$ cat src/pkg/sddc_pkg.sv
package sddc_pkg;
  // bus geometry
  localparam int unsigned DATA_W = 32; // wishbone data width
  localparam int unsigned REG_W = 8; // every register is one byte wide
  localparam int unsigned IDX_W = 32; // decoded address width, the full byte address
  localparam int unsigned IDX_LSB = 0; // lowest decoded address bit

  // register byte addresses, one apart; every register sits on data lane zero
  localparam logic [IDX_W-1:0] IDX_ENABLE = 32'h0000_5100; // detect_enable
  localparam logic [IDX_W-1:0] IDX_LEVEL = 32'h0000_5101; // compare_level
  localparam logic [IDX_W-1:0] IDX_RESULT = 32'h0000_5102; // detect_result
  localparam logic [IDX_W-1:0] IDX_MASK = 32'h0000_5103; // drop_irq_mask
  localparam logic [IDX_W-1:0] IDX_FLAG = 32'h0000_5104; // drop_irq_flag

  // field positions
  localparam int unsigned BIT_ENABLE = 0; // detect_on
  localparam int unsigned BIT_RESULT = 0; // below_level
  localparam int unsigned BIT_MASK = 0; // drop_irq_on
  localparam int unsigned BIT_FLAG = 0; // drop_flag
  localparam int unsigned LEVEL_W = 4; // level_select width, bits 3..0
  localparam int unsigned SEL_LANE = 0; // byte lane holding the register

  // reset values
  localparam logic RESET_BIT = 1'h0; // single-bit controls and flags
  localparam logic [LEVEL_W-1:0] LEVEL_RESET = 4'h0; // compare level code
  localparam logic [REG_W-1:0] BYTE_ZERO = 8'h00; // empty byte
  localparam logic [DATA_W-1:0] WORD_ZERO = 32'h0000_0000; // empty word

  // interrupt identity at the controller
  localparam logic [7:0] VECTOR_NUM = 8'h09; // vector number
  localparam logic [15:0] VECTOR_ADDR = 16'h8024; // vector address

  // comparator synchroniser depth
  localparam int unsigned SYNC_STAGES = 2;
endpackage

$ cat src/pkg/sddc_det_if.sv
`timescale 1ns/1ps
// carries the comparator path between synchroniser, detector and control
interface sddc_det_if;
  logic below; // synchronised comparator, high while supply under level
  logic detect_on; // detection enabled by software
  logic drop; // one-cycle drop event
  modport sync_side (output below);
  modport det_side (input below, input detect_on, output drop);
  modport ctrl_side (input below, input drop, output detect_on);
endinterface

$ cat src/verilog/sddc_sync.sv
`timescale 1ns/1ps
// two-flop synchroniser for the asynchronous comparator output
module sddc_sync #(
  parameter int unsigned STAGES = sddc_pkg::SYNC_STAGES
) (
  // clock and reset
  input wire logic clock_i,
  input wire logic rst_i,
  input wire logic ce_i,
  // comparator from the analog side
  input wire logic async_i,
  // synchronised result
  sddc_det_if.sync_side det
);
  typedef struct packed {
    logic [STAGES-1:0] chain; // shift chain, bit 0 is the first flop
  } sddc_sync_type;

  sddc_sync_type state; // registered state
  sddc_sync_type next_state; // next value

  // shift in the pin; only the next stage reads the first flop
  always_comb begin
    next_state = state;
    next_state.chain = {state.chain[STAGES-2:0], async_i};
  end

  // register, frozen while ce_i is low
  always_ff @(posedge clock_i) begin
    if (rst_i) begin
      state <= '0;
    end else if (ce_i) begin
      state <= next_state;
    end
  end

  // last stage is the only consumer-visible bit
  assign det.below = state.chain[STAGES-1];
endmodule

$ cat src/verilog/sddc_drop_det.sv
`timescale 1ns/1ps
// finds the not-low to low transition while detection is on
module sddc_drop_det (
  // clock and reset
  input wire logic clock_i,
  input wire logic rst_i,
  input wire logic ce_i,
  // comparator path
  sddc_det_if.det_side det
);
  typedef struct packed {
    logic prev; // below level one cycle ago
  } sddc_det_type;

  sddc_det_type state; // registered state
  sddc_det_type next_state; // next value

  // remember the previous level every cycle, enabled or not
  always_comb begin
    next_state = state;
    next_state.prev = det.below;
  end

  // register, frozen while ce_i is low
  always_ff @(posedge clock_i) begin
    if (rst_i) begin
      state <= '0;
    end else if (ce_i) begin
      state <= next_state;
    end
  end

  // a level already low when enabled gives no event
  assign det.drop = det.below & ~state.prev & det.detect_on;
endmodule

$ cat src/verilog/sddc_top.sv
`timescale 1ns/1ps
module sddc_top (
  // clock, reset and clock enable
  input wire logic clock_i,
  input wire logic rst_i,
  input wire logic ce_i,
  // wishbone classic slave
  input wire logic wb_cyc_i,
  input wire logic wb_stb_i,
  input wire logic wb_we_i,
  input wire logic [31:0] wb_adr_i,
  input wire logic [3:0] wb_sel_i,
  input wire logic [31:0] wb_dat_i,
  output logic [31:0] wb_dat_o,
  output logic wb_ack_o,
  // analog comparator side
  input wire logic cmp_low_i,
  output logic detect_on_o,
  output logic [3:0] level_select_o,
  // interrupt controller side
  output logic drop_irq_o,
  output logic [7:0] irq_vector_o,
  output logic [15:0] irq_vector_addr_o
);
  // all control state in one record
  typedef struct packed {
    logic detect_on; // detection enable
    logic [sddc_pkg::LEVEL_W-1:0] level_select; // compare level code
    logic drop_irq_on; // interrupt mask enable
    logic drop_flag; // sticky drop flag
    logic irq; // registered request
    logic ack; // bus acknowledge
    logic [sddc_pkg::REG_W-1:0] rdata; // read data byte
  } sddc_state_type;

  // reset image of the record
  localparam sddc_state_type STATE_RESET = '{
    detect_on: sddc_pkg::RESET_BIT,
    level_select: sddc_pkg::LEVEL_RESET,
    drop_irq_on: sddc_pkg::RESET_BIT,
    drop_flag: sddc_pkg::RESET_BIT,
    irq: sddc_pkg::RESET_BIT,
    ack: sddc_pkg::RESET_BIT,
    rdata: sddc_pkg::BYTE_ZERO
  };

  sddc_state_type state; // registered state
  sddc_state_type next_state; // next value

  // comparator path shared with the helpers
  sddc_det_if det ();

  // bus request decode
  logic [sddc_pkg::IDX_W-1:0] idx; // byte address of the access
  logic take; // request accepted this cycle
  logic wr_lane; // write reaching the register byte
  logic below_level; // result bit as software sees it
  logic clear_hit; // write of one to the flag
  logic [sddc_pkg::REG_W-1:0] rd_value; // byte to return

  // true when the access index names the given register
  function automatic logic hit(
    input logic [sddc_pkg::IDX_W-1:0] a,
    input logic [sddc_pkg::IDX_W-1:0] r
  );
    hit = (a == r);
  endfunction

  // one bit placed at its field position in a byte
  function automatic logic [sddc_pkg::REG_W-1:0] place(
    input logic b,
    input int unsigned pos
  );
    logic [sddc_pkg::REG_W-1:0] v;
    v = sddc_pkg::BYTE_ZERO;
    v[pos] = b;
    place = v;
  endfunction

  // synchronise the asynchronous comparator pin
  sddc_sync u_sync (
    .clock_i(clock_i),
    .rst_i(rst_i),
    .ce_i(ce_i),
    .async_i(cmp_low_i),
    .det(det.sync_side)
  );

  // find drops on the synchronised level
  sddc_drop_det u_det (
    .clock_i(clock_i),
    .rst_i(rst_i),
    .ce_i(ce_i),
    .det(det.det_side)
  );

  // the detector only looks while software has detection on
  assign det.detect_on = state.detect_on;

  // address and strobe decode
  assign idx = wb_adr_i[31:sddc_pkg::IDX_LSB];
  assign take = wb_cyc_i & wb_stb_i & ~state.ack;
  assign wr_lane = take & wb_we_i & wb_sel_i[sddc_pkg::SEL_LANE];

  // a switched-off comparator reports normal supply
  assign below_level = det.below & state.detect_on;

  // write of one to the flag bit
  assign clear_hit = wr_lane & hit(idx, sddc_pkg::IDX_FLAG)
    & wb_dat_i[sddc_pkg::BIT_FLAG];

  // read multiplexer, reserved bits read zero
  always_comb begin
    rd_value = sddc_pkg::BYTE_ZERO;
    if (hit(idx, sddc_pkg::IDX_ENABLE)) begin
      // enable register
      rd_value = place(state.detect_on, sddc_pkg::BIT_ENABLE);
    end else if (hit(idx, sddc_pkg::IDX_LEVEL)) begin
      // level field in the low nibble
      rd_value[sddc_pkg::LEVEL_W-1:0] = state.level_select;
    end else if (hit(idx, sddc_pkg::IDX_RESULT)) begin
      // live comparison result
      rd_value = place(below_level, sddc_pkg::BIT_RESULT);
    end else if (hit(idx, sddc_pkg::IDX_MASK)) begin
      // interrupt mask
      rd_value = place(state.drop_irq_on, sddc_pkg::BIT_MASK);
    end else if (hit(idx, sddc_pkg::IDX_FLAG)) begin
      // sticky flag
      rd_value = place(state.drop_flag, sddc_pkg::BIT_FLAG);
    end
  end

  // next-state logic for registers, flag and bus handshake
  always_comb begin
    next_state = state;
    // acknowledge one cycle after the request, drop it the next
    next_state.ack = take;
    // read data latched with the acknowledge; unmapped reads give zero
    if (take && !wb_we_i) begin
      next_state.rdata = rd_value;
    end
    // register writes through byte lane zero
    if (wr_lane) begin
      if (hit(idx, sddc_pkg::IDX_ENABLE)) begin
        // start or stop detection
        next_state.detect_on = wb_dat_i[sddc_pkg::BIT_ENABLE];
      end
      if (hit(idx, sddc_pkg::IDX_LEVEL)) begin
        // reserved codes are stored as written
        next_state.level_select = wb_dat_i[sddc_pkg::LEVEL_W-1:0];
      end
      if (hit(idx, sddc_pkg::IDX_MASK)) begin
        // mask enable; a low supply alone raises nothing
        next_state.drop_irq_on = wb_dat_i[sddc_pkg::BIT_MASK];
      end
    end
    // software clear, zero writes leave the flag alone
    if (clear_hit) begin
      next_state.drop_flag = 1'b0;
    end
    // a new drop wins over a clear in the same cycle
    if (det.drop) begin
      next_state.drop_flag = 1'b1;
    end
    // level request follows flag and mask exactly
    next_state.irq = next_state.drop_flag & next_state.drop_irq_on;
  end

  // register the record, frozen while ce_i is low
  always_ff @(posedge clock_i) begin
    if (rst_i) begin
      state <= STATE_RESET;
    end else if (ce_i) begin
      state <= next_state;
    end
  end

  // bus outputs
  assign wb_ack_o = state.ack;
  assign wb_dat_o = {{(sddc_pkg::DATA_W - sddc_pkg::REG_W){1'b0}}, state.rdata};

  // analog controls
  assign detect_on_o = state.detect_on;
  assign level_select_o = state.level_select;

  // interrupt request and its fixed vector
  assign drop_irq_o = state.irq;
  assign irq_vector_o = sddc_pkg::VECTOR_NUM;
  assign irq_vector_addr_o = sddc_pkg::VECTOR_ADDR;
endmodule

$ cat config.mk
export PLATFORM = sky130hd
export DESIGN_NAME = sddc_top
export DESIGN_NICKNAME = d
export VERILOG_FILES = /design/src/pkg/sddc_pkg.sv /design/src/pkg/sddc_det_if.sv /design/src/verilog/sddc_sync.sv /design/src/verilog/sddc_drop_det.sv /design/src/verilog/sddc_top.sv
export SDC_FILE = /design/constraint.sdc
export NUM_CORES = 1
export LEC_CHECK = 0
export BUFFER_PORTS_ARGS = -buffer_cell sky130_fd_sc_hd__buf_2
export CELL_PAD_IN_SITES_DETAIL_PLACEMENT = 2
export CELL_PAD_IN_SITES_GLOBAL_PLACEMENT = 2
export CORE_MARGIN = 2
export CORE_UTILIZATION = 15
export CTS_CLUSTER_DIAMETER = 30
export DETAILED_ROUTE_END_ITERATION = 16
export PLACE_DENSITY_LB_ADDON = 0.1
export SYNTH_ARGS = -nofsm -noshare
export SYNTH_HDL_FRONTEND = slang
export SYNTH_SLANG_ARGS = --single-unit
$ cat constraint.sdc
create_clock -name clock_i -period 1.6 [get_ports clock_i]
set_input_delay 0.32 -clock clock_i [delete_from_list [all_inputs] [get_ports clock_i]]
set_output_delay 0.32 -clock clock_i [all_outputs]
set_load 0.05 [all_outputs]
# --- Word level (Yosys, flattened, before mapping) ---
# Index checks and enable logic that the tools add are counted.
word_totals:
  ff_bits: 20
  input_bits: 75
  out_inout_bits: 63
  wordCells: 41
classes:
  bitwise: 12
  n_reduce_logical: 5
  n_mux: 10
  eq_ne: 5
op_table:
  columns: ["operator", "count"]
  rows:
  - ["$eq 32x15->1 const B", 5]
  - ["$mux 8", 3]
  - ["$and 1x1->1", 10]
  - ["$mux 4", 2]
  - ["$reduce_and 3->1", 2]
  - ["$mux 1", 5]
  - ["$not 1->1", 2]
  - ["$reduce_and 2->1", 1]
  - ["$logic_and 1x1->1", 1]
  - ["$logic_not 1->1", 1]

# --- Longest topological paths before layout ---
logic_depth:
  depth_word: 9
  mapped_depth: 7
  mapped_depth_nobuf: 5

# --- Cells and area by module ---
# A second synthesis with hierarchy kept.
unflattened:
  hier_cells: 153
  hier_area_um2: 1368.8
by_module_without_submodules:
  columns: ["module", "n_inst", "area_per_inst_um2", "cells_each", "seq_area_each_um2"]
  rows:
  - ["sddc_top", 1, 1260.0, 142, 260.2]
  - ["sddc_sync", 1, 67.6, 6, 40.0]
  - ["sddc_drop_det", 1, 41.3, 5, 20.0]

# --- Worst setup path after synthesis ---
# Ideal clock, no wire load.
synth_timing:
  path_type: "register to register"
  start: "register state, in the netlist wb_ack_o"
  end: "register state, in the netlist level_select_o[0]"
  path_buffers: 0
  setup_ns: 0.114
  arrival_ns: 1.655
  stages_incl_launch_ff: 5
  t_required_ns: 1.486
  period_less_slack_ns: 1.770
  path_slack_ns: -0.170
  cell_sequence: "dfxtp_1 > or4_4 > nor4_4 > mux2i_1 > nor2_1"
synth_between:
  elab_chain_len: 5
synth_lines:
  columns: ["element", "line_no", "source"]
  rows:
  - ["start, declared", "sddc_top.sv:47", "sddc_state_type state;"]
  - ["start signal, assigned", "sddc_top.sv:174", "state <= next_state;"]
  - ["$not 1->1", "sddc_top.sv:102", "assign take = wb_cyc_i & wb_stb_i & ~state.ack;"]
  - ["$and 1x1->1", "sddc_top.sv:102", null]
  - ["$and 1x1->1 (2 in a row)", "sddc_top.sv:103", "assign wr_lane = take & wb_we_i & wb_sel_i[sddc_pkg::SEL_LANE];"]
  - ["$reduce_and 3->1 (no source line)", null, null]
# No other way between the ends.
# A chain may end at the register's enable or synchronous reset.

# --- Final worst setup path ---
layout_timing:
  start: "register state, in the netlist wb_ack_o"
  end: "register state, in the netlist detect_on_o"
# Same word-level chain as after synthesis.

==> run metrics <==
CTS tree=built; Die Width=between 90 and 100 um; critical path class=reg2reg; R2R depth=4; synth warn=0; syn_area_per_cell=8.419 sq um; synth unique cells=32; Worst-path clk slew=0.07 ns; R2R Path End=detect_on_o$_SDFFE_PP0P_; Fin. Hold Viols=0; Hold EP=level_select_o[2]$_SDFFE_PP0P_; H-tree levels=1; # port buffers=54; sequential share of the synthesized area=0.2349; 1st-pass router iterations=3; Layout area overhead=28.99%; FFs w/ async S/R, synth=0; number of core rows=34; fraction of layout cells with a size suffix above 1=0.4196; Final Cell Area=between 1500 and 2000 sq um; CP startpoint kind=flop; HP Class=in2reg; Hold Startpoint=wb_dat_i[2]; DRC=0; Pwr Density=about 700 nW/um^2; Seq cells post-synth=16; Clock Skew=between 0.001 and 0.0015 ns; Initial DRC Count=11; critical path arrival=~1.7 ns; Leak=roughly 0.85 nW; Synth Flop Type=dfxtp_1; Vias=between 1000 and 1500; Peak Freq=0.6366 GHz; Worst Setup End Kind=flop; Placed Area=roughly 1600 sq um; fillers=1049; RSZ-0062 raised after global routing=true; post-layout min period=about 1.6 ns; Placer Congestion=between 0.6 and 0.7; WP data required=1.74 ns; Worst VDD drop=around 200 uV; Initial Util=0.1556; WL/cell=approximately 11 um; Ports=roughly 140; post-route ant nets=0; Ant. Diodes=0; reg2reg start=wb_ack_o$_SDFFE_PP0P_; GRT Overall Usage=0.07403; final WL=approximately 3.8 mm; first-pass GRT wire length=between 5 and 6 mm; MaxCap Viol Count=0; initial antenna violation count=0; hold depth=3; vias per cell=~3.5; fin crit share=0.9818; CTS Buf Count=3; final setup fails=0; DP HPWL=approximately 3.2 mm; CTS root buf=clkbuf_8; CP max FO=4; Nets=300; Overflow after GRT=0; Die Area=around 10000 sq um; Clock Latency Late Sink=~0.26 ns; Cell Area, Synth=about 1400 sq um; CTS sink count=16; status=completed; clk buf depth=2; EDFF count, synth=0; Post-Synthesis Cells=between 150 and 200; Final Max Slew Viols=0; WHS=0.2976 ns; Die Ht=between 90 and 100 um; vias in the first global route=between 1000 and 1500; largest net degree at the start of global routing=18; r2r setup slk=a little under 0.03 ns; Core ar.=8763 sq um
[cells in the final DEF, fill, tap and decap left out]
cell type and n:
mux2i_1 11, a21oi_1 6, nor3_1 3, or3_1 3
nand4_1 4, nor4b_4 1, nor4_2 1, dfxtp_1 15
o2111ai_1 1, clkbuf_8 4, nor2_1 16, nand3b_1 2
and2b_2 1, nand4_2 1, o21ai_0 2, nor2_2 1
nand4_4 1, a21o_1 1, buf_2 54, nor4bb_4 1
nand3_1 2, o41ai_2 1, nor4b_2 1, dfxtp_4 1
buf_4 16, conb_1 52, buf_6 2, o21a_1 1
a211o_2 1, inv_1 3, nor4_4 5, or4_4 1
inv_6 1, nand2_1 8
[layer usage]
metal / GRT usage / wire (um) / up-vias
met1: 0.09258 / 1657 / 542
met4: 0.02845 / 55 / 0
li1: - / - / 559
met2: 0.1206 / 1721 / 64
met3: 0.02108 / 364 / 4
met5: 0 / 0 / -
[power by group]
group	internal, mW	switching [mW]	leakage [nW]	total [mW]
registers	0.401	0.00261	0.130	0.403
clock network	0.219	0.165	0.0288	0.384
logic	0.0776	0.340	0.693	0.418
[sequential cells by signal (all words and copies together), names as in the netlist]
signal,count
detect_on_o,1
state,2
wb_ack_o,1
drop_irq_o,1
wb_dat_o,4
level_select_o,4
u_det.state,1
u_sync.state,2
[final cells by class]
cell class | instances | area, sq um | share of cell area
well taps | 108 | 135.1 | 0.07681
clock buffers | 4 | 55.05 | 0.03129
repair buffers | 72 | 412.9 | 0.2347
multi-input cells | 128 | 812.0 | 0.4616
flip-flops and latches | 16 | 324.1 | 0.1842
inverters | 4 | 20.02 | 0.01138
[cells in the mapped netlist, types with 2 or more instances]
master | instances | area, sq um
a21oi_1 | 6 | 30.03
buf_4 | 60 | 450.4
buf_6 | 2 | 22.52
conb_1 | 2 | 7.510
dfxtp_1 | 16 | 320.3
inv_1 | 3 | 11.26
mux2i_1 | 11 | 110.1
nand2_1 | 8 | 30.03
nand3_1 | 2 | 10.01
nand3b_1 | 2 | 15.01
nand4_1 | 4 | 25.02
nor2_1 | 17 | 63.81
nor3_1 | 3 | 15.01
nor4_1 | 3 | 18.77
nor4_2 | 2 | 25.02
nor4b_2 | 2 | 30.03
o21ai_0 | 2 | 10.01
or3_1 | 3 | 18.77
[how the worst max path moves through the flow]
stage	startpoint	to	slack, ns	cells after the start
final	wb_ack_o$_SDFFE_PP0P_	detect_on_o$_SDFFE_PP0P_	0.03	4
after global routing	wb_ack_o$_SDFFE_PP0P_	detect_on_o$_SDFFE_PP0P_	-0.09	4
after CTS	wb_ack_o$_SDFFE_PP0P_	level_select_o[0]$_SDFFE_PP0P_	-0.008	5
after detailed placement	wb_adr_i[5]	state[11]$_SDFFE_PP0P_	-0.47	7
after global placement	wb_adr_i[5]	state[11]$_SDFFE_PP0P_	-0.48	7
after floorplan	ce_i	level_select_o[0]$_SDFFE_PP0P_	-0.04	6
[cells by family (layout without fill, tap and decap cells)]
group	Yosys count	count (layout)	share of synthesized area
buffers and inverters	68	80	0.3660
AND/OR/NAND/NOR	52	52	0.2468
multiplexers	11	11	0.08074
flip-flops	16	16	0.2349
AO/OA/AOI/OAI	13	13	0.06607
other	2	52	0.005507
[metrics by stage]
stage | TNS (ns) | total power, mW | setup slack (ns) | cells | utilization
after floorplan | -0.1511 | 0.8243 | -0.03778 | 212 | -
after global placement | -2.906 | 0.8142 | -0.4754 | 327 | 0.1850
after detailed placement | -3.178 | 0.8164 | -0.4656 | 327 | 0.1850
after CTS | -0.02126 | 1.215 | -0.008129 | 332 | 0.1946
after global routing | -0.3916 | 1.266 | -0.08642 | 332 | 0.2007
final | 0 | 1.205 | 0.02906 | 332 | 0.2007
[timing repair]
action	4_1_cts	5_1_grt
buffers inserted	1	0
resized for setup	3	8
hold buffers	0	0
pin swaps	2	0
setup endpoints to repair	7	9
[worst max-delay path, stage by stage (launching register included)]
cell and delay, ns:
dfxtp_4 0.35, or4_4 0.54, nor4b_2 0.29, mux2i_1 0.22
nor2_1 0.05
Power figures use the tool's default switching activity.
